===== config.mk =====
export PLATFORM = sky130hd
export DESIGN_NAME = host_port
export DESIGN_NICKNAME = d
export VERILOG_FILES = /design/src/hw/host_port_pkg.sv /design/src/hw/word_buffer.sv /design/src/hw/host_port.sv
export SDC_FILE = /design/constraint.sdc
export NUM_CORES = 1
export LEC_CHECK = 0
export BUFFER_PORTS_ARGS = -buffer_cell sky130_fd_sc_hd__buf_2
export CAP_MARGIN = 20
export CORE_MARGIN = 2
export CORE_UTILIZATION = 40
export CTS_CLUSTER_DIAMETER = 50
export CTS_CLUSTER_SIZE = 12
export DETAILED_ROUTE_END_ITERATION = 12
export GPL_TIMING_DRIVEN = 0
export RECOVER_POWER = 25
export SETUP_SLACK_MARGIN = 0.05
export SYNTH_ARGS = -nofsm -noshare
export SYNTH_HDL_FRONTEND = slang
export SYNTH_SLANG_ARGS = --single-unit

===== constraint.sdc =====
create_clock -name clk -period 2.9 [get_ports clk]
set_clock_uncertainty 0.05 [all_clocks]
set_input_delay 0.87 -clock clk [delete_from_list [all_inputs] [get_ports clk]]
set_output_delay 0.87 -clock clk [all_outputs]
set_load 0.01 [all_outputs]

===== src/hw/host_port_pkg.sv =====
// Constants shared by the asynchronous host port design
package host_port_pkg;
  localparam int DATA_W = 28;
  localparam int HALF_W = 16;
  localparam int ADDR_W = 4;
  localparam int RES_W = 23;
  localparam int MULT_W = 5;
  localparam logic [3:0] ADDR_CFG3 = 4'h3;
  localparam logic [3:0] ADDR_CFG4 = 4'h4;
  localparam logic [3:0] ADDR_FIFO1 = 4'h8;
  localparam logic [3:0] ADDR_FIFO2 = 4'h9;
  localparam logic [3:0] ADDR_BUSW = 4'he;
  localparam logic [3:0] ADDR_UNUSED = 4'hf;
  localparam int BIT_BUS16 = 4;
  localparam int BIT_TEST_SEL = 5;
  localparam int MULT_LSB = 0;
  localparam logic [27:0] CFG_RESET = 28'h0000000;
  localparam int COARSE_BITS = 23;
  localparam logic [15:0] HALF_ZERO = 16'h0000;
endpackage


===== src/hw/word_buffer.sv =====
// Two-entry valid/ready buffer for result words
`timescale 1ns/1ps
module word_buffer #(
  parameter int WIDTH = 28
) (
  // Clock and reset
  input wire logic clk,
  input wire logic srst,
  // Fill side
  input wire logic in_valid,
  output logic in_ready,
  input wire logic [WIDTH-1:0] in_data,
  // Drain side
  output logic out_valid,
  input wire logic out_ready,
  output logic [WIDTH-1:0] out_data
);
  logic [WIDTH-1:0] mem_reg [2];
  logic rd_ptr_reg;
  logic wr_ptr_reg;
  logic [1:0] count_reg;
  logic push;
  logic pop;

  // Handshake terms
  assign in_ready = (count_reg != 2'h2);
  assign out_valid = (count_reg != 2'h0);
  assign push = in_valid && in_ready;
  assign pop = out_valid && out_ready;
  assign out_data = mem_reg[rd_ptr_reg];

  // Storage
  always_ff @(posedge clk) begin
    if (push) begin
      mem_reg[wr_ptr_reg] <= in_data;
    end
  end

  // Pointers and fill count
  always_ff @(posedge clk) begin
    if (srst) begin
      rd_ptr_reg <= 1'b0;
      wr_ptr_reg <= 1'b0;
      count_reg <= 2'h0;
    end else begin
      if (push) begin
        wr_ptr_reg <= ~wr_ptr_reg;
      end
      if (pop) begin
        rd_ptr_reg <= ~rd_ptr_reg;
      end
      count_reg <= count_reg + {1'b0, push} - {1'b0, pop};
    end
  end
endmodule


===== src/hw/host_port.sv =====
// Asynchronous host port with 16-bit half-word assembly and test-input routing
// Operation
// - Test-select bit in register 3 routes three test inputs instead of measure inputs.
// - Register 14 bit 4 set selects 16-bit bus width, else full width.
// - In 16-bit mode the latched low half and the next high half combine into one 28-bit value.
// - In 16-bit mode each read or write strobe toggles the latch pointer.
// - Pointer toggling suppressed while chip select high, unless defect option set.
// - No register write occurs while chip select is high.
// - Writing zero to register 14 leaves 16-bit mode, pointer to low half.
// - Writes to address 15 change nothing except pointer movement.
// - Measurement range bounded by coarse counter of 2^23 M-Mode bins.
// - M-Mode bin equals R-Mode bin divided by multiplier setting.
// - Reads of address 8 return FIFO one, address 9 FIFO two.
`timescale 1ns/1ps
module host_port #(
  parameter bit ERRATUM_TOGGLE = 1'b0
) (
  // Clock and reset
  input wire logic clk,
  input wire logic srst,
  // Host bus pins
  input wire logic chip_select_n,
  input wire logic read_strobe_n,
  input wire logic write_strobe_n,
  input wire logic [3:0] addr,
  input wire logic [27:0] data_in,
  output logic [27:0] data_out,
  output logic data_oe,
  // Measurement inputs
  input wire logic [2:0] measure_in,
  input wire logic [2:0] test_in,
  output logic [2:0] meas_hit,
  // Result streams from interface FIFOs
  input wire logic fifo1_valid,
  output logic fifo1_ready,
  input wire logic [22:0] fifo1_data,
  input wire logic fifo2_valid,
  output logic fifo2_ready,
  input wire logic [22:0] fifo2_data,
  // Status and configuration
  output logic bus16_mode,
  output logic test_select,
  output logic high_latch_sel,
  output logic [4:0] bin_multiplier,
  output logic [27:0] cfg4_word,
  output logic cfg4_write,
  output logic [22:0] range_limit
);
  // Positions of the three control pins in the synchroniser word
  localparam int CS_BIT = 2;
  localparam int RD_BIT = 1;
  localparam int WR_BIT = 0;
  // Idle level of the active-low control pins, so no false edge follows reset
  localparam logic [2:0] CTL_IDLE = 3'h7;
  // Number of hit channels behind the test multiplexer
  localparam int HITS = 3;
  // Zero padding above a low half-word on the 28-bit pins
  localparam logic [11:0] LOW_PAD = 12'h000;

  // Pin synchronisers (first stage read only by second); the third control
  // stage only serves edge detection on the strobes
  logic [2:0] ctl_s1_reg;
  logic [2:0] ctl_s2_reg;
  logic [2:0] ctl_s3_reg;
  logic [3:0] addr_s1_reg;
  logic [3:0] addr_s2_reg;
  logic [27:0] din_s1_reg;
  logic [27:0] din_s2_reg;

  // Control pins, reset to their idle level
  always_ff @(posedge clk) begin
    if (srst) begin
      ctl_s1_reg <= CTL_IDLE;
      ctl_s2_reg <= CTL_IDLE;
      ctl_s3_reg <= CTL_IDLE;
    end else begin
      ctl_s1_reg <= {chip_select_n, read_strobe_n, write_strobe_n};
      ctl_s2_reg <= ctl_s1_reg;
      ctl_s3_reg <= ctl_s2_reg;
    end
  end

  // Address and data pin synchronisers; the host holds both across the strobe
  always_ff @(posedge clk) begin
    addr_s1_reg <= addr;
    addr_s2_reg <= addr_s1_reg;
    din_s1_reg <= data_in;
    din_s2_reg <= din_s1_reg;
  end

  // Synchronised select and strobe edges
  logic cs_n;
  logic rd_end;
  logic wr_end;
  logic rd_start;
  logic strobe_end;
  // A strobe ends on its rising edge; a read starts on its falling edge
  assign cs_n = ctl_s2_reg[CS_BIT];
  assign rd_start = ctl_s3_reg[RD_BIT] && !ctl_s2_reg[RD_BIT];
  assign rd_end = !ctl_s3_reg[RD_BIT] && ctl_s2_reg[RD_BIT];
  assign wr_end = !ctl_s3_reg[WR_BIT] && ctl_s2_reg[WR_BIT];
  assign strobe_end = rd_end || wr_end;

  // Configuration registers
  logic [27:0] cfg3_reg;
  logic [27:0] busw_reg;
  logic [27:0] cfg4_reg;
  logic cfg4_wr_reg;
  logic ptr_reg;
  logic [15:0] low_latch_reg;
  logic wr_accept;
  logic [27:0] wr_word;

  // Writes land only while selected; in 16-bit mode only on the high half.
  // The low half waits in its latch, so a pair commits as one 28-bit word
  // and a lone low half never reaches a register. A write commits two to
  // three clocks after its strobe rises at the pin.
  assign wr_accept = wr_end && !cs_n && (!bus16_mode || ptr_reg);
  assign wr_word = bus16_mode ? {din_s2_reg[11:0], low_latch_reg} : din_s2_reg;

  // Register 3: test select and bin multiplier
  always_ff @(posedge clk) begin
    if (srst) begin
      cfg3_reg <= host_port_pkg::CFG_RESET;
    end else if (wr_accept && addr_s2_reg == host_port_pkg::ADDR_CFG3) begin
      cfg3_reg <= wr_word;
    end
  end

  // Register 14: bus width
  always_ff @(posedge clk) begin
    if (srst) begin
      busw_reg <= host_port_pkg::CFG_RESET;
    end else if (wr_accept && addr_s2_reg == host_port_pkg::ADDR_BUSW) begin
      busw_reg <= wr_word;
    end
  end

  // Register 4: command word and its one-cycle write pulse; address 15 and
  // unmapped addresses match none of these decodes and change nothing
  always_ff @(posedge clk) begin
    if (srst) begin
      cfg4_reg <= host_port_pkg::CFG_RESET;
      cfg4_wr_reg <= 1'b0;
    end else begin
      cfg4_wr_reg <= wr_accept && (addr_s2_reg == host_port_pkg::ADDR_CFG4);
      if (wr_accept && addr_s2_reg == host_port_pkg::ADDR_CFG4) begin
        cfg4_reg <= wr_word;
      end
    end
  end

  // Configuration fields and the fixed range of the coarse counter
  assign bus16_mode = busw_reg[host_port_pkg::BIT_BUS16];
  assign test_select = cfg3_reg[host_port_pkg::BIT_TEST_SEL];
  assign bin_multiplier = cfg3_reg[host_port_pkg::MULT_LSB +: host_port_pkg::MULT_W];
  assign cfg4_word = cfg4_reg;
  assign cfg4_write = cfg4_wr_reg;
  assign range_limit = {host_port_pkg::COARSE_BITS{1'b1}};

  // Half-word latch pointer. Every strobe end moves it in 16-bit mode; the
  // defect option lets strobes meant for another chip move it too, which the
  // host undoes with the resync write sequence. After reset and whenever
  // 16-bit mode is off it rests on the low half.
  logic toggle_ok;
  assign toggle_ok = !cs_n || ERRATUM_TOGGLE;
  always_ff @(posedge clk) begin
    if (srst) begin
      ptr_reg <= 1'b0;
    end else if (!bus16_mode) begin
      ptr_reg <= 1'b0;
    end else if (strobe_end && toggle_ok) begin
      ptr_reg <= ~ptr_reg;
    end
  end
  assign high_latch_sel = ptr_reg;

  // Low half captured on the first write of a pair; the pointer still moves
  // if the host never sends the high half
  always_ff @(posedge clk) begin
    if (srst) begin
      low_latch_reg <= host_port_pkg::HALF_ZERO;
    end else if (wr_end && !cs_n && bus16_mode && !ptr_reg) begin
      low_latch_reg <= din_s2_reg[15:0];
    end
  end

  // Per-channel hit path: two synchroniser stages per pin, then the select
  // flip-flop, so a hit reaches meas_hit three clocks after the pin
  for (genvar ch = 0; ch < HITS; ch++) begin : g_hit
    logic meas_s1_reg;
    logic meas_s2_reg;
    logic test_s1_reg;
    logic test_s2_reg;
    logic hit_reg;

    // Synchronise both candidate pins
    always_ff @(posedge clk) begin
      meas_s1_reg <= measure_in[ch];
      meas_s2_reg <= meas_s1_reg;
      test_s1_reg <= test_in[ch];
      test_s2_reg <= test_s1_reg;
    end

    // Test inputs stand in for the measure inputs when selected
    always_ff @(posedge clk) begin
      if (srst) begin
        hit_reg <= 1'b0;
      end else begin
        hit_reg <= test_select ? test_s2_reg : meas_s2_reg;
      end
    end
    // Each channel drives its own bit of the output
    assign meas_hit[ch] = hit_reg;
  end

  // Result buffers per interface FIFO; two entries absorb a stalled host
  // without dropping a word, and the unused top bits of a result read as zero
  logic [27:0] b1_data;
  logic [27:0] b2_data;
  logic b1_valid;
  logic b2_valid;
  logic b1_ready;
  logic b2_ready;

  word_buffer #(
    .WIDTH(host_port_pkg::DATA_W)
  ) buf1 (
    .clk(clk),
    .srst(srst),
    .in_valid(fifo1_valid),
    .in_ready(fifo1_ready),
    .in_data({5'h00, fifo1_data}),
    .out_valid(b1_valid),
    .out_ready(b1_ready),
    .out_data(b1_data)
  );

  word_buffer #(
    .WIDTH(host_port_pkg::DATA_W)
  ) buf2 (
    .clk(clk),
    .srst(srst),
    .in_valid(fifo2_valid),
    .in_ready(fifo2_ready),
    .in_data({5'h00, fifo2_data}),
    .out_valid(b2_valid),
    .out_ready(b2_ready),
    .out_data(b2_data)
  );

  // Read word held for both halves of a 16-bit pair. Only the first (or only)
  // read of a word pops a buffer; an empty buffer answers zero and is not
  // popped, so a read ahead of data loses nothing.
  logic [27:0] rd_word_reg;
  logic rd_sel;
  logic rd_low_first;
  // Read select from the synchronised falling read strobe
  assign rd_sel = rd_start && !cs_n;
  assign rd_low_first = !bus16_mode || !ptr_reg;
  // Pop on the first (or only) read of a word
  assign b1_ready = rd_sel && rd_low_first && (addr_s2_reg == host_port_pkg::ADDR_FIFO1);
  assign b2_ready = rd_sel && rd_low_first && (addr_s2_reg == host_port_pkg::ADDR_FIFO2);

  always_ff @(posedge clk) begin
    if (srst) begin
      rd_word_reg <= host_port_pkg::CFG_RESET;
    end else if (rd_sel && rd_low_first) begin
      case (addr_s2_reg)
        host_port_pkg::ADDR_FIFO1: rd_word_reg <= b1_valid ? b1_data : host_port_pkg::CFG_RESET;
        host_port_pkg::ADDR_FIFO2: rd_word_reg <= b2_valid ? b2_data : host_port_pkg::CFG_RESET;
        host_port_pkg::ADDR_CFG3: rd_word_reg <= cfg3_reg;
        host_port_pkg::ADDR_CFG4: rd_word_reg <= cfg4_reg;
        host_port_pkg::ADDR_BUSW: rd_word_reg <= busw_reg;
        default: rd_word_reg <= host_port_pkg::CFG_RESET;
      endcase
    end
  end

  // Half presented on the pins in 16-bit mode: the low half first, then bits
  // 27:16 right-aligned, so the host sees the same half order it writes in
  logic [27:0] out_word;
  always_comb begin
    out_word = rd_word_reg;
    if (bus16_mode && ptr_reg) begin
      out_word = {host_port_pkg::HALF_ZERO, rd_word_reg[host_port_pkg::DATA_W-1:host_port_pkg::HALF_W]};
    end else if (bus16_mode) begin
      out_word = {LOW_PAD, rd_word_reg[host_port_pkg::HALF_W-1:0]};
    end
  end

  // Output drive registers; the pins are driven while selected and reading
  always_ff @(posedge clk) begin
    if (srst) begin
      data_out <= host_port_pkg::CFG_RESET;
      data_oe <= 1'b0;
    end else begin
      data_oe <= !cs_n && !ctl_s2_reg[RD_BIT];
      data_out <= out_word;
    end
  end
endmodule


Word level (Yosys, flattened, before mapping):

Memory sizes are Yosys's and may differ from the RTL's. A register that Yosys moved wholly into a read port is not among the register bits.
Cells that the tools add are included.

* register bits after elaboration: 254
* word-level logic and storage cells: 109
* memory bits (writable): 92
* output and inout bits: 94
* bits in latches: 0
* ROM bits: 0
* memories kept: 2

Memory list
* buf1.mem_reg: depth 2, bits a word 23, rd ports 1, clocked after Yosys merged registers in 1, write ports 1, RTL line word_buffer.sv:18 `logic [WIDTH-1:0] mem_reg [2];`
* buf2.mem_reg: depth 2, bits a word 23, rd ports 1, clocked after Yosys merged registers in 1, write ports 1, RTL line word_buffer.sv:18

* muxes and demuxes: 16
* bitwise logic cells: 6
* multiply operators: 0
* $lt $le $gt $ge: 0
* equal/unequal tests: 7
* div/mod/pow operators: 0
* shift operators: 0
* $add $sub $neg: 4
* reductions and logical operators: 35

Operators by type and width (count)
* one-hot mux 28 bit (5 select lines): 1
* 2-to-1 mux 28 bit: 3
* logical AND 1 bit: 21
* equality test 4 bit (second input constant): 3
* 2-to-1 mux 12 bit: 1
* 2-to-1 mux 1 bit: 11
* logical NOT 1 bit: 6
* inverter 1 bit: 6
* adder 2 x 1 -> 2 bit: 2
* equality test 4 x 2 -> 1 bit (second input constant): 1
* equality test 4 x 3 -> 1 bit (second input constant): 1
* != test 2 bit (second input constant): 2
* nonzero test 2 bit: 2
* OR reduction 2 bit: 2
* subtractor 2 x 1 -> 2 bit: 2
* logical OR 1 bit: 3
* OR reduction 3 bit: 1

Longest topological paths before layout:

Gate-level depths: netlist (run 1).

* depth after elaboration: 8
* depth in mapped cells: 11
* gate-level depth less buffers: 9

By module:

A second synthesis (run 1) with hierarchy kept.

* cells, all modules: 1002
* area, all modules: 13116.3 µm²

By module, submodules not included
* host_port: cells each 780, times used 1, area an instance 8394.3 µm²
* word_buffer: cells each 111, times used 2, area an instance 2361.0 µm²

Worst setup path before layout (run 1):

No wires, ideal clock.

* path type: input to register
* start point: in fifo1_valid
* end point: mem buf1.mem_reg[0][0] (netlist name), enable pin
* path slack: 0.505 ns
* arrival time: 1.942 ns
* path buffers: 0
* cell stages on the path: 2
* data required time: 2.447 ns
* cells stage by stage: nand2_1 -> nor2_1

* word-level cells in the longest chain between the ends: 3

RTL lines
* from (decl): RTL line host_port.sv:34 `input wire logic fifo1_valid,`
* logical AND 1 bit: RTL line word_buffer.sv:28 `assign push = in_valid && in_ready;`
* 2-to-1 mux 1 bit: RTL line word_buffer.sv:34 `if (push) begin`
* 2-to-1 mux 1 bit (not written as such): RTL line word_buffer.sv:35 `mem_reg[wr_ptr_reg] <= in_data;`
* to (decl): RTL line word_buffer.sv:18

No other way between the ends.

Worst setup path after layout (run 1):

* start point: reg ctl_s2_reg[2]
* end point: reg cfg3_reg[9]

* word-level cells in the longest chain between the ends: 4

RTL lines
* from (decl): RTL line host_port.sv:63 `logic [2:0] ctl_s2_reg;`
* from (signal assigned): RTL line host_port.sv:78 `ctl_s2_reg <= ctl_s1_reg;`
* logical NOT 1 bit: RTL line host_port.sv:118 `assign wr_accept = wr_end && !cs_n && (!bus16_mode || ptr_reg);`
* logical AND 1 bit (2 in series): RTL line host_port.sv:118
* logical AND 1 bit: RTL line host_port.sv:125 `end else if (wr_accept && addr_s2_reg == host_port_pkg::ADDR_CFG3) begin`
* to (signal assigned): RTL line host_port.sv:124 `cfg3_reg <= host_port_pkg::CFG_RESET;`
* to (signal assigned): RTL line host_port.sv:126 `cfg3_reg <= wr_word;`
* to (decl): RTL line host_port.sv:105 `logic [27:0] cfg3_reg;`

No other way between the ends.
A chain may end at the register's enable or synchronous reset.

==> key figures, run 1 <==
Run status
  – Status: finished clean

Cells and area
  – Finished Layout Cells: 1623
  – Inserted Diodes: 0
  – Nets: 1303
  – Syn-to-layout area delta: 21.8%
  – Fillers: around 2.8k
  – Commonest non-fill, non-tap cell in the layout: dfxtp_1
  – Layout cells sized above 1: 22.7%
  – Most frequent cells in the layout: 256 x dfxtp_1, 153 x buf_2, 136 x nor2_1
  – Design area: roughly 15000 sq um

Global routing
  – Total gr overflow: 0
  – Vias in the first global route: between 7k and 8k
  – First-pass GRT wire length: 47900 um
  – Initial antenna violation count: 0
  – Gr usage total: 20.5%
  – Pin count of the biggest net entering global routing: 24

STA
  – Final setup violation count: 0
  – Final worst-path cycle share: between 90% and 100%
  – Final hold slack: between 0.2 and 0.3 ns
  – PnR worst setup slack: 0.273 ns
  – RSZ-0062 raised after global routing: false
  – F_max: ~380 MHz
  – Final hold vios: 0
  – Total negative setup slack: 0 ns
  – Min cycle time layout: ~2.6 ns
  – Final Max Tran Viols: 0
  – Worst Tran Pin Value: ~0.89 ns
  – Max_slew headroom: between 40 and 50%

Worst setup path
  – Crit-path cells: nor3b_1 -> and3_1 -> clkbuf_1 -> clkbuf_1 -> a211oi_1
  – CP Launch Type: register
  – CP required: around 3.2 ns
  – Cell seen most often among critical-path stages: clkbuf_1
  – Critical Path Slowest Stage Cell: nor3b_1
  – R2r setup slk: approximately 0.27 ns
  – Critical path class: reg2reg
  – R2R depth: 5
  – Reg-to-reg critical path endpoint: cfg3_reg[9]
  – Worst r2r src: ctl_s2_reg[2]
  – Worst-path fanout max: 10
  – Critical path capture point type: register
  – Slowest cell delay on critical path: 0.75 ns
  – CP Data Arrival Time: approximately 2.9 ns

Route
  – Met3 WL post-DR: approximately 2700 um
  – Post-DR vias/cell: between 5 and 6
  – Vias: 8412
  – DR iter-0 viols: between 800 and 900
  – Detailed Routing Iterations Pass 1: 5
  – M1 WL: approximately 15000 um
  – Final ANT Viol Nets: 0
  – Overall routed net length: approximately 33000 um
  – Met2 WL: between 10000 and 15000 um
  – Post-DR wirelength/cell: ~20 um
  – DRC viols: 0
  – Top routing layer in use: met4

Floorplan
  – Floorplan row count: 63
  – Core Region: between 20000 and 30000 sq um
  – Chip width: roughly 180 um
  – Initial Util: 40.6%
  – Number of top-level pins: 185
  – Die Span Y: 177 um
  – Die ar.: between 30000 and 40000 sq um

Clock tree
  – Post-CTS Hold Fix Bufs: 0
  – Number of clock sinks: 348
  – CTS buffer count: 38
  – CTS root buffer: clkbuf_16
  – H-tree levels: 2
  – CTS Buffer Depth: 3
  – Clk_lat worst skew: around 0.52 ns
  – CTS tree: built
  – Clk slew on worst S/H paths: about 0.060 ns
  – Post-cts resize count: 0
  – Post-CTS setup buffer count: 0

Place
  – IO buf count: 160
  – Routability cong.: roughly 0.9
  – HPWL after DPL: approximately 24000 um
  – Setup Slack @ Placement: between 0.15 and 0.2 ns
  – Placed instance count: 1557
  – Post-Place Cell Area: 13500 sq um

Worst hold path
  – Worst Hold Depth: 0
  – Worst Hold Class: reg2reg
  – Min-delay src: din_s1_reg[11]
  – Worst Hold End: din_s2_reg[11]

Power
  – LEAKAGE: ~5.5 nW
  – IR Drop Worst-Case VDD: roughly 0.42 mV
  – Pwr dens: around 700 nW/um^2

Synthesis
  – Async set-reset flop share out of synthesis: 0%
  – Post-synth EDFFs: a little over 90
  – Synth area leader: dfxtp_1
  – Sequential element share of the synthesized area: 65.6%
  – Cell count after synthesis: slightly below 1k
  – Synth top area cells: dfxtp_1 43%, edfxtp_1 23%, mux2i_1 5.8%, a211oi_1 5.2%, nor2_1 4.3%
  – Syn avg cell area: approximately 12 sq um
  – Synth Warn #: 0
  – Most common flop cell mapped by yosys: dfxtp_1
  – Synth cell types: 40
  – Synth Cell Area: ~12000 sq um
  – Post-synth top area share: between 40 and 50%
  – Flops & latches, synth: between 300 and 400

Run
  – Maxcap violations: 0
==> cell type report <==
cell class	instances	area [sq um]	share of cell area [%]
plain buffers	101	536	3.65
clock buffers	57	1080	7.39
clock inverters	8	80.1	0.546
inverters	6	22.5	0.154
multi-input cells	549	3670	25.1
flip-flops and latches	348	7890	53.8
well taps	390	488	3.33
repair buffers	164	883	6.03
==> how the worst max path moves through the flow <==
stage / from / end / slack [ns] / cells past startpoint
6_report: ctl_s2_reg[2] / cfg3_reg[9] / 0.27 / 5
5_1_grt: addr_s2_reg[3] / buf1.count_reg[1] / 0.12 / 11
4_1_cts: addr_s2_reg[3] / buf1.count_reg[1] / 0.27 / 11
3_5_place_dp: srst / data_out[8] / 0.20 / 4
3_3_place_gp: fifo2_valid / buf2.mem_reg[0][20] / -0.35 / 3
2_1_floorplan: fifo1_valid / buf1.mem_reg[0][0] / 0.51 / 2
==> cells by family after synthesis <==
group | Yosys count | synth area share (%)
AO/OA/AOI/OAI | 188 | 12.2
flip-flops | 348 | 65.6
adder cells (fa/ha/maj) | 4 | 0.416
other | 1 | 0.0312
XOR/XNOR | 7 | 0.510
buffers and inverters | 107 | 4.64
multiplexers | 93 | 7.98
AND/OR/NAND/NOR | 234 | 8.62
==> Yosys cell counts, types with 2 or more instances <==
cell type	count
clkbuf_1	44
and2_1	17
mux2_2	23
nor3_1	2
and3_1	6
or2_2	9
nand2_1	38
mux2i_1	70
a311oi_1	23
nand2b_1	6
nor2b_1	4
ha_1	4
a222oi_1	23
buf_4	33
dfxtp_1	256
inv_1	6
nor2_1	138
buf_6	3
nand3_1	3
edfxtp_1	92
a22o_1	5
nor3b_1	3
buf_1	15
or3_1	3
a21oi_1	19
xnor2_1	3
a211oi_1	84
o21ai_0	5
xor2_1	4
a2bb2oi_1	23
a22oi_1	5
buf_2	5
==> per-stage QoR <==
| step | utilization [%] | power [W] |
|---|---|---|
| CTS | 49.4 | 0.0104 |
| floorplan | - | 0.00560 |
| global route | 49.4 | 0.0106 |
| detailed placement | 45.5 | 0.00584 |
| finish | 49.4 | 0.0103 |
| global placement | 45.2 | 0.00581 |
==> worst max-delay path, delay by kind of cell (launching register included) <==
family | cells | cell delay (ns)
AND/OR/NAND/NOR | 2 | 1.04
buffers and inverters | 2 | 0.89
AO/OA/AOI/OAI | 1 | 0.15
flip-flops | 1 | 0.34
==> layer usage <==
metal / global-route usage (%) / vias to the layer above
met1: 29.1 / 3999
met2: 31.4 / 382
met3: 3.86 / 62
li1: - / 3969
met5: 0 / -
met4: 7.27 / 0
==> where the power goes <==
part / leakage (nW) / internal [W] / switching, W
clock: 0.571 / 0.00268 / 0.00185
combinational: 1.98 / 0.000197 / 0.000297
sequential: 2.96 / 0.00519 / 0.0000606
total: 5.51 / 0.00806 / 0.00220
No activity file was read; power rests on OpenSTA's default activity.
==> inputs of run 2 (changes only) <==
--- a/config.mk
+++ b/config.mk
@@ -13,6 +13,7 @@
 export CTS_CLUSTER_SIZE = 12
 export DETAILED_ROUTE_END_ITERATION = 12
 export GPL_TIMING_DRIVEN = 0
+export MAX_ROUTING_LAYER = met4
 export RECOVER_POWER = 25
 export SETUP_SLACK_MARGIN = 0.05
 export SYNTH_ARGS = -nofsm -noshare
==> run 2 against run 1 <==
Clock power barely moved. Sequential power barely moved. Global-route usage rose by 0.51 points. Power fell by 0.10%. Fmax fell by 0.57%. Die area did not move. Clock-buffer cell count fell by 1. Sequential cell count did not move. Critical endpoint is now cfg3_reg[6].
==> key figures, run 2 (synthesis gave the netlist of run 1 again) <==
Floorplan
  – Floorplan row count: 63 (unchanged)
  – Die ar.: 31500 sq um (unchanged)
  – Core Region: 29600 sq um (unchanged)
  – Die Span Y: 177 um (unchanged)
  – Number of top-level pins: 185 (unchanged)
  – Chip width: 177 um (unchanged)
  – Initial Util: 40.6% (unchanged)

Clock tree
  – CTS Buffer Depth: 3 (unchanged)
  – H-tree levels: 2 (unchanged)
  – Post-CTS setup buffer count: 0 (unchanged)
  – Number of clock sinks: 348 (unchanged)
  – Clk_lat worst skew: 0.52 ns (about the same)
  – Post-CTS Hold Fix Bufs: 0 (unchanged)
  – CTS tree: built
  – Clk slew on worst S/H paths: 0.06 ns (about the same)
  – CTS buffer count: 37 (-2.6%)
  – CTS root buffer: clkbuf_16
  – Post-cts resize count: 0 (unchanged)

STA
  – Total negative setup slack: 0 ns (unchanged)
  – Max_slew headroom: 36.1% (-4.7 points)
  – Worst Tran Pin Value: 0.959 ns (+0.0722 ns)
  – Final worst-path cycle share: 91.1% (+0.52 points)
  – Final hold slack: 0.268 ns (-0.00493 ns)
  – RSZ-0062 raised after global routing: false
  – Min cycle time layout: 2.64 ns (+0.0151 ns)
  – F_max: 378 MHz (-0.57%)
  – Final setup violation count: 0 (unchanged)
  – PnR worst setup slack: 0.258 ns (-0.0151 ns)
  – Final hold vios: 0 (unchanged)
  – Final Max Tran Viols: 0 (unchanged)

Route
  – Post-DR wirelength/cell: 20.1 um (-0.40%)
  – Post-DR vias/cell: 5.14 (-0.88%)
  – Overall routed net length: 32600 um (-0.53%)
  – Vias: 8328 (-1.0%)
  – DR iter-0 viols: 878 (+8.7%)
  – DRC viols: 0 (unchanged)
  – Final ANT Viol Nets: 0 (unchanged)
  – Detailed Routing Iterations Pass 1: 6 (+1)

Place
  – Routability cong.: 0.926 (+2.0%)
  – Setup Slack @ Placement: 0.215 ns (+0.0192 ns)
  – IO buf count: 160 (unchanged)
  – Post-Place Cell Area: 13500 sq um (about the same)
  – HPWL after DPL: 24300 um (-0.59%)

Global routing
  – Initial antenna violation count: 0 (unchanged)
  – First-pass GRT wire length: 47700 um (-0.33%)
  – Pin count of the biggest net entering global routing: 24 (unchanged)
  – Met3 GRT Util: 3.32% (-0.54 points)
  – Met2 Usage GRT: 31.2% (-0.16 points)
  – GRT busiest layer: met2
  – Total gr overflow: 0 (unchanged)
  – Vias in the first global route: 7805 (-0.79%)
  – Routing usage on met1: 29.4% (+0.37 points)
  – Gr usage total: 21.0% (+0.51 points)

Power
  – Overall power: 0.0103 W (-0.10%)
  – Pwr dens: 700 nW/um^2 (-0.12%)
  – IR Drop Worst-Case VDD: 0.458 mV (+9.0%)
  – LEAKAGE: 5.51 nW (about the same)

Worst hold path
  – Min-delay src: din_s1_reg[11]
  – Worst Hold Class: reg2reg

Worst setup path
  – CP Launch Point: ctl_s2_reg[2]
  – CP Data Arrival Time: 2.96 ns (+0.02 ns)
  – CP Launch Type: register
  – Worst r2r src: ctl_s2_reg[2]
  – Worst-path fanout max: 10 (unchanged)
  – Critical path capture point type: register
  – CP required: 3.22 ns (about the same)
  – Critical path class: reg2reg

Cells and area
  – Syn-to-layout area delta: 21.8% (about the same)
  – Most frequent cells in the layout: 256 x dfxtp_1, 156 x buf_2, 136 x nor2_1
  – Design area: 14700 sq um (about the same)
  – Fillers: 2709 (-2.5%)
  – Nets: 1302 (-0.077%)
  – Layout cells sized above 1: 22.9% (+0.20 points)
  – Inserted Diodes: 0 (unchanged)
  – Commonest non-fill, non-tap cell in the layout: dfxtp_1

Run
  – Maxcap violations: 0 (unchanged)

Run status
  – Status: finished clean
-- run 2: metal layers --
metal	share of wire, %	vias up	wire (um)
met3	8.2	66	2690
met1	45	3921	14800
met5	0	-	0
li1	-	3965	-
met4	2.8	0	918
met2	44	376	14300
-- run 2: per-stage QoR --
step | std cells | util [%]
final | 1621 | 49.4
after global routing | 1621 | 49.4
after CTS | 1620 | 49.4
after detailed placement | 1557 | 45.5
after global placement | 1554 | 45.2
after floorplan | 1004 | -
-- run 2: critical path, cell delays in order, from the launching register on --
cell	delay (ns)
dfxtp_1	0.34
nor3b_1	0.74
and3_1	0.29
clkbuf_1	0.44
clkbuf_1	0.49
a211oi_1	0.15
-- run 2: path summary, 6_finish.rpt --
path	to	slack (ns)	cells past startpoint
max	cfg3_reg[6]	0.26	5
min	din_s2_reg[11]	0.27	0
max reg2reg	cfg3_reg[6]	0.26	5
min reg2reg	din_s2_reg[11]	0.27	0
-- run 2: layout make-up --
cell class                      count  area [sq um]  share of cell area [%]
Sequential cell                   348          7890                    53.8
Multi-Input combinational cell    549          3670                    25.1
Clock buffer                       56          1080                    7.37
Timing Repair Buffer              164           900                    6.14
Buffer                            101           536                    3.65
Tap cell                          390           488                    3.33
Clock inverter                      7          70.1                   0.478
Inverter                            6          22.5                   0.154
-- run 2: where the power goes --
group	leakage, nW	internal, W	switching [W]
clock network	0.559	0.00266	0.00185
registers	2.96	0.00519	0.0000599
logic	2.00	0.000202	0.000294
total	5.51	0.00805	0.00221
==> inputs of run 3 (changes only) <==
--- a/config.mk
+++ b/config.mk
@@ -7,6 +7,7 @@
 export LEC_CHECK = 0
 export BUFFER_PORTS_ARGS = -buffer_cell sky130_fd_sc_hd__buf_2
 export CAP_MARGIN = 20
+export CORE_ASPECT_RATIO = 1.4
 export CORE_MARGIN = 2
 export CORE_UTILIZATION = 40
 export CTS_CLUSTER_DIAMETER = 50
==> run 3 against run 2 <==
Critical path depth up 6. Global-route usage down 0.069 points. Fmax up 0.87%. Clock-buffer cell count decreased by 2. Cell count shrank 0.74%. Combinational power about the same. Non-clock buffer count unchanged. Setup slack gained 0.023 ns. Sequential power about the same. Sequential share of layout area is 0.52 points higher. Worst hold slack improved by 0.0029 ns. First-iteration DRC count down 31%.
==> key figures, run 3 (synthesis gave the netlist of run 1 again) <==
Route
  – DR iter-0 viols: 604 (-31%)
  – Detailed Routing Iterations Pass 1: 6 (unchanged)
  – DRC viols: 0 (unchanged)
  – Post-DR wirelength/cell: 20.1 um (-0.32%)
  – Vias: 8157 (-2.1%)
  – Overall routed net length: 32300 um (-1.1%)
  – Post-DR vias/cell: 5.07 (-1.3%)
  – Final ANT Viol Nets: 0 (unchanged)

Cells and area
  – Nets: 1300 (-0.15%)
  – Syn-to-layout area delta: 20.7%
  – Area of the multi-input gates: 3670 sq um (unchanged)
  – Most frequent cells in the layout: 256 x dfxtp_1, 153 x buf_2, 136 x nor2_1
  – Commonest non-fill, non-tap cell in the layout: dfxtp_1
  – Layout cells sized above 1: 22.1% (-0.85 points)
  – Finished Layout Cells: 1609 (-0.74%)
  – Fillers: 2719 (+0.37%)
  – Inserted Diodes: 0 (unchanged)
  – FF+latch area: 7890 sq um (unchanged)
  – Fin util: 48.8% (-0.65 points)

Power
  – Overall power: 0.00998 W (-2.7%)
  – IR Drop Worst-Case VDD: 0.403 mV (-12%)
  – Pwr dens: 687 nW/um^2 (-1.8%)
  – LEAKAGE: 5.44 nW (-1.3%)

STA
  – Final hold slack: 0.271 ns (+0.00289 ns)
  – Final Max Tran Viols: 0 (unchanged)
  – F_max: 382 MHz (+0.87%)
  – Final hold vios: 0 (unchanged)
  – Final worst-path cycle share: 90.3% (-0.78 points)
  – Total negative setup slack: 0 ns (unchanged)
  – Min cycle time layout: 2.62 ns (-0.0228 ns)
  – Max_slew headroom: 38.1% (+2.0 points)
  – Final setup violation count: 0 (unchanged)
  – RSZ-0062 raised after global routing: false
  – Worst Tran Pin Value: 0.929 ns (-0.0300 ns)

Clock tree
  – CTS Buffer Depth: 3 (unchanged)
  – H-tree levels: 2 (unchanged)
  – Clk_lat worst skew: 0.52 ns (about the same)
  – CTS buffer count: 35 (-5.4%)
  – Number of clock sinks: 348 (unchanged)
  – CTS root buffer: clkbuf_16
  – Post-cts resize count: 0 (unchanged)
  – CTS tree: built
  – Clk slew on worst S/H paths: 0.06 ns (about the same)
  – Post-CTS setup buffer count: 0 (unchanged)
  – Post-CTS Hold Fix Bufs: 0 (unchanged)

Global routing
  – Pin count of the biggest net entering global routing: 24 (unchanged)
  – Vias in the first global route: 7907 (+1.3%)
  – First-pass GRT wire length: 47400 um (-0.72%)
  – Initial antenna violation count: 0 (unchanged)
  – Total gr overflow: 0 (unchanged)
  – Gr usage total: 21.0% (-0.069 points)

Worst setup path
  – Worst-path fanout max: 10 (unchanged)
  – CP Launch Type: register
  – Critical path capture point type: register
  – CP required: 3.23 ns (about the same)
  – Critical path class: reg2reg
  – R2R depth: 11 (+6)
  – CP Data Arrival Time: 2.95 ns (about the same)

Worst hold path
  – Worst Hold Depth: 0 (unchanged)
  – Worst Hold Class: reg2reg

Place
  – HPWL after DPL: 24300 um (-0.21%)
  – Routability cong.: 0.915 (-1.3%)
  – IO buf count: 160 (unchanged)
  – Placed instance count: 1552 (-0.32%)

Floorplan
  – Number of top-level pins: 185 (unchanged)
  – Core Region: 29700 sq um (+0.37%)
  – Initial Util: 40.4% (-0.15 points)
  – Chip width: 151 um (-15%)
  – Die ar.: 31500 sq um (about the same)
  – Floorplan row count: 75 (+19%)
  – Die Span Y: 209 um (+18%)

Run status
  – Status: finished clean

Run
  – Maxcap violations: 0 (unchanged)
[run 3: cell count changes in the layout (fill, tap and decap cells not counted), moves of 2 or more]
cell	delta
clkbuf_16	-2
clkbuf_8	-2
buf_8	+2
clkbuf_1	+6
clkinv_2	-2
buf_16	-2
buf_2	-3
[run 3: path summary, 6_finish.rpt]
kind / startpoint / to / slack (ns)
setup / recovery: addr_s2_reg[3] / buf1.count_reg[1] / 0.28
hold / removal: din_s1_reg[14] / din_s2_reg[14] / 0.27
setup reg to reg: addr_s2_reg[3] / buf1.count_reg[1] / 0.28
hold reg to reg: din_s1_reg[14] / din_s2_reg[14] / 0.27
[run 3: metrics by stage]
step | cell area, sq um | worst slack [ns]
2_1_floorplan | 12100 | 0.505
3_3_place_gp | 13400 | -0.367
3_5_place_dp | 13500 | -0.0407
4_1_cts | 14500 | 0.244
5_1_grt | 14500 | 0.0590
6_report | 14500 | 0.280
[run 3: power breakdown]
| part | switching [W] | internal [W] |
|---|---|---|
| clock network | 0.00176 | 0.00247 |
| registers | 0.0000603 | 0.00519 |
| logic | 0.000304 | 0.000192 |
| total | 0.00213 | 0.00785 |
[run 3: layout make-up]
cell class                      count  area share [%]
Buffer                            101            3.69
Clock inverter                      2           0.241
Tap cell                          385            3.32
Multi-Input combinational cell    549            25.3
Sequential cell                   348            54.3
Timing Repair Buffer              164            6.00
Clock buffer                       54            6.96
Inverter                            6           0.155
[run 3: critical path, cell delays in order, from the launching register on]
cell and delay, ns:
dfxtp_1 0.43, or3b_1 0.40, or3_1 0.37, buf_6 0.15, buf_6 0.14, nor2_1 0.12
ha_1 0.24, inv_1 0.05, ha_1 0.14, xor2_1 0.17, xnor2_1 0.14, nor2_1 0.05
[run 3: metal layers]
layer / GRT usage [%] / vias to the layer above / share of wire [%]
li1: - / 3949 / -
met1: 24.8 / 3823 / 39
met3: 3.08 / 68 / 6.4
met4: 9.47 / 0 / 4.3
met5: - / - / 0
met2: 35.1 / 317 / 50
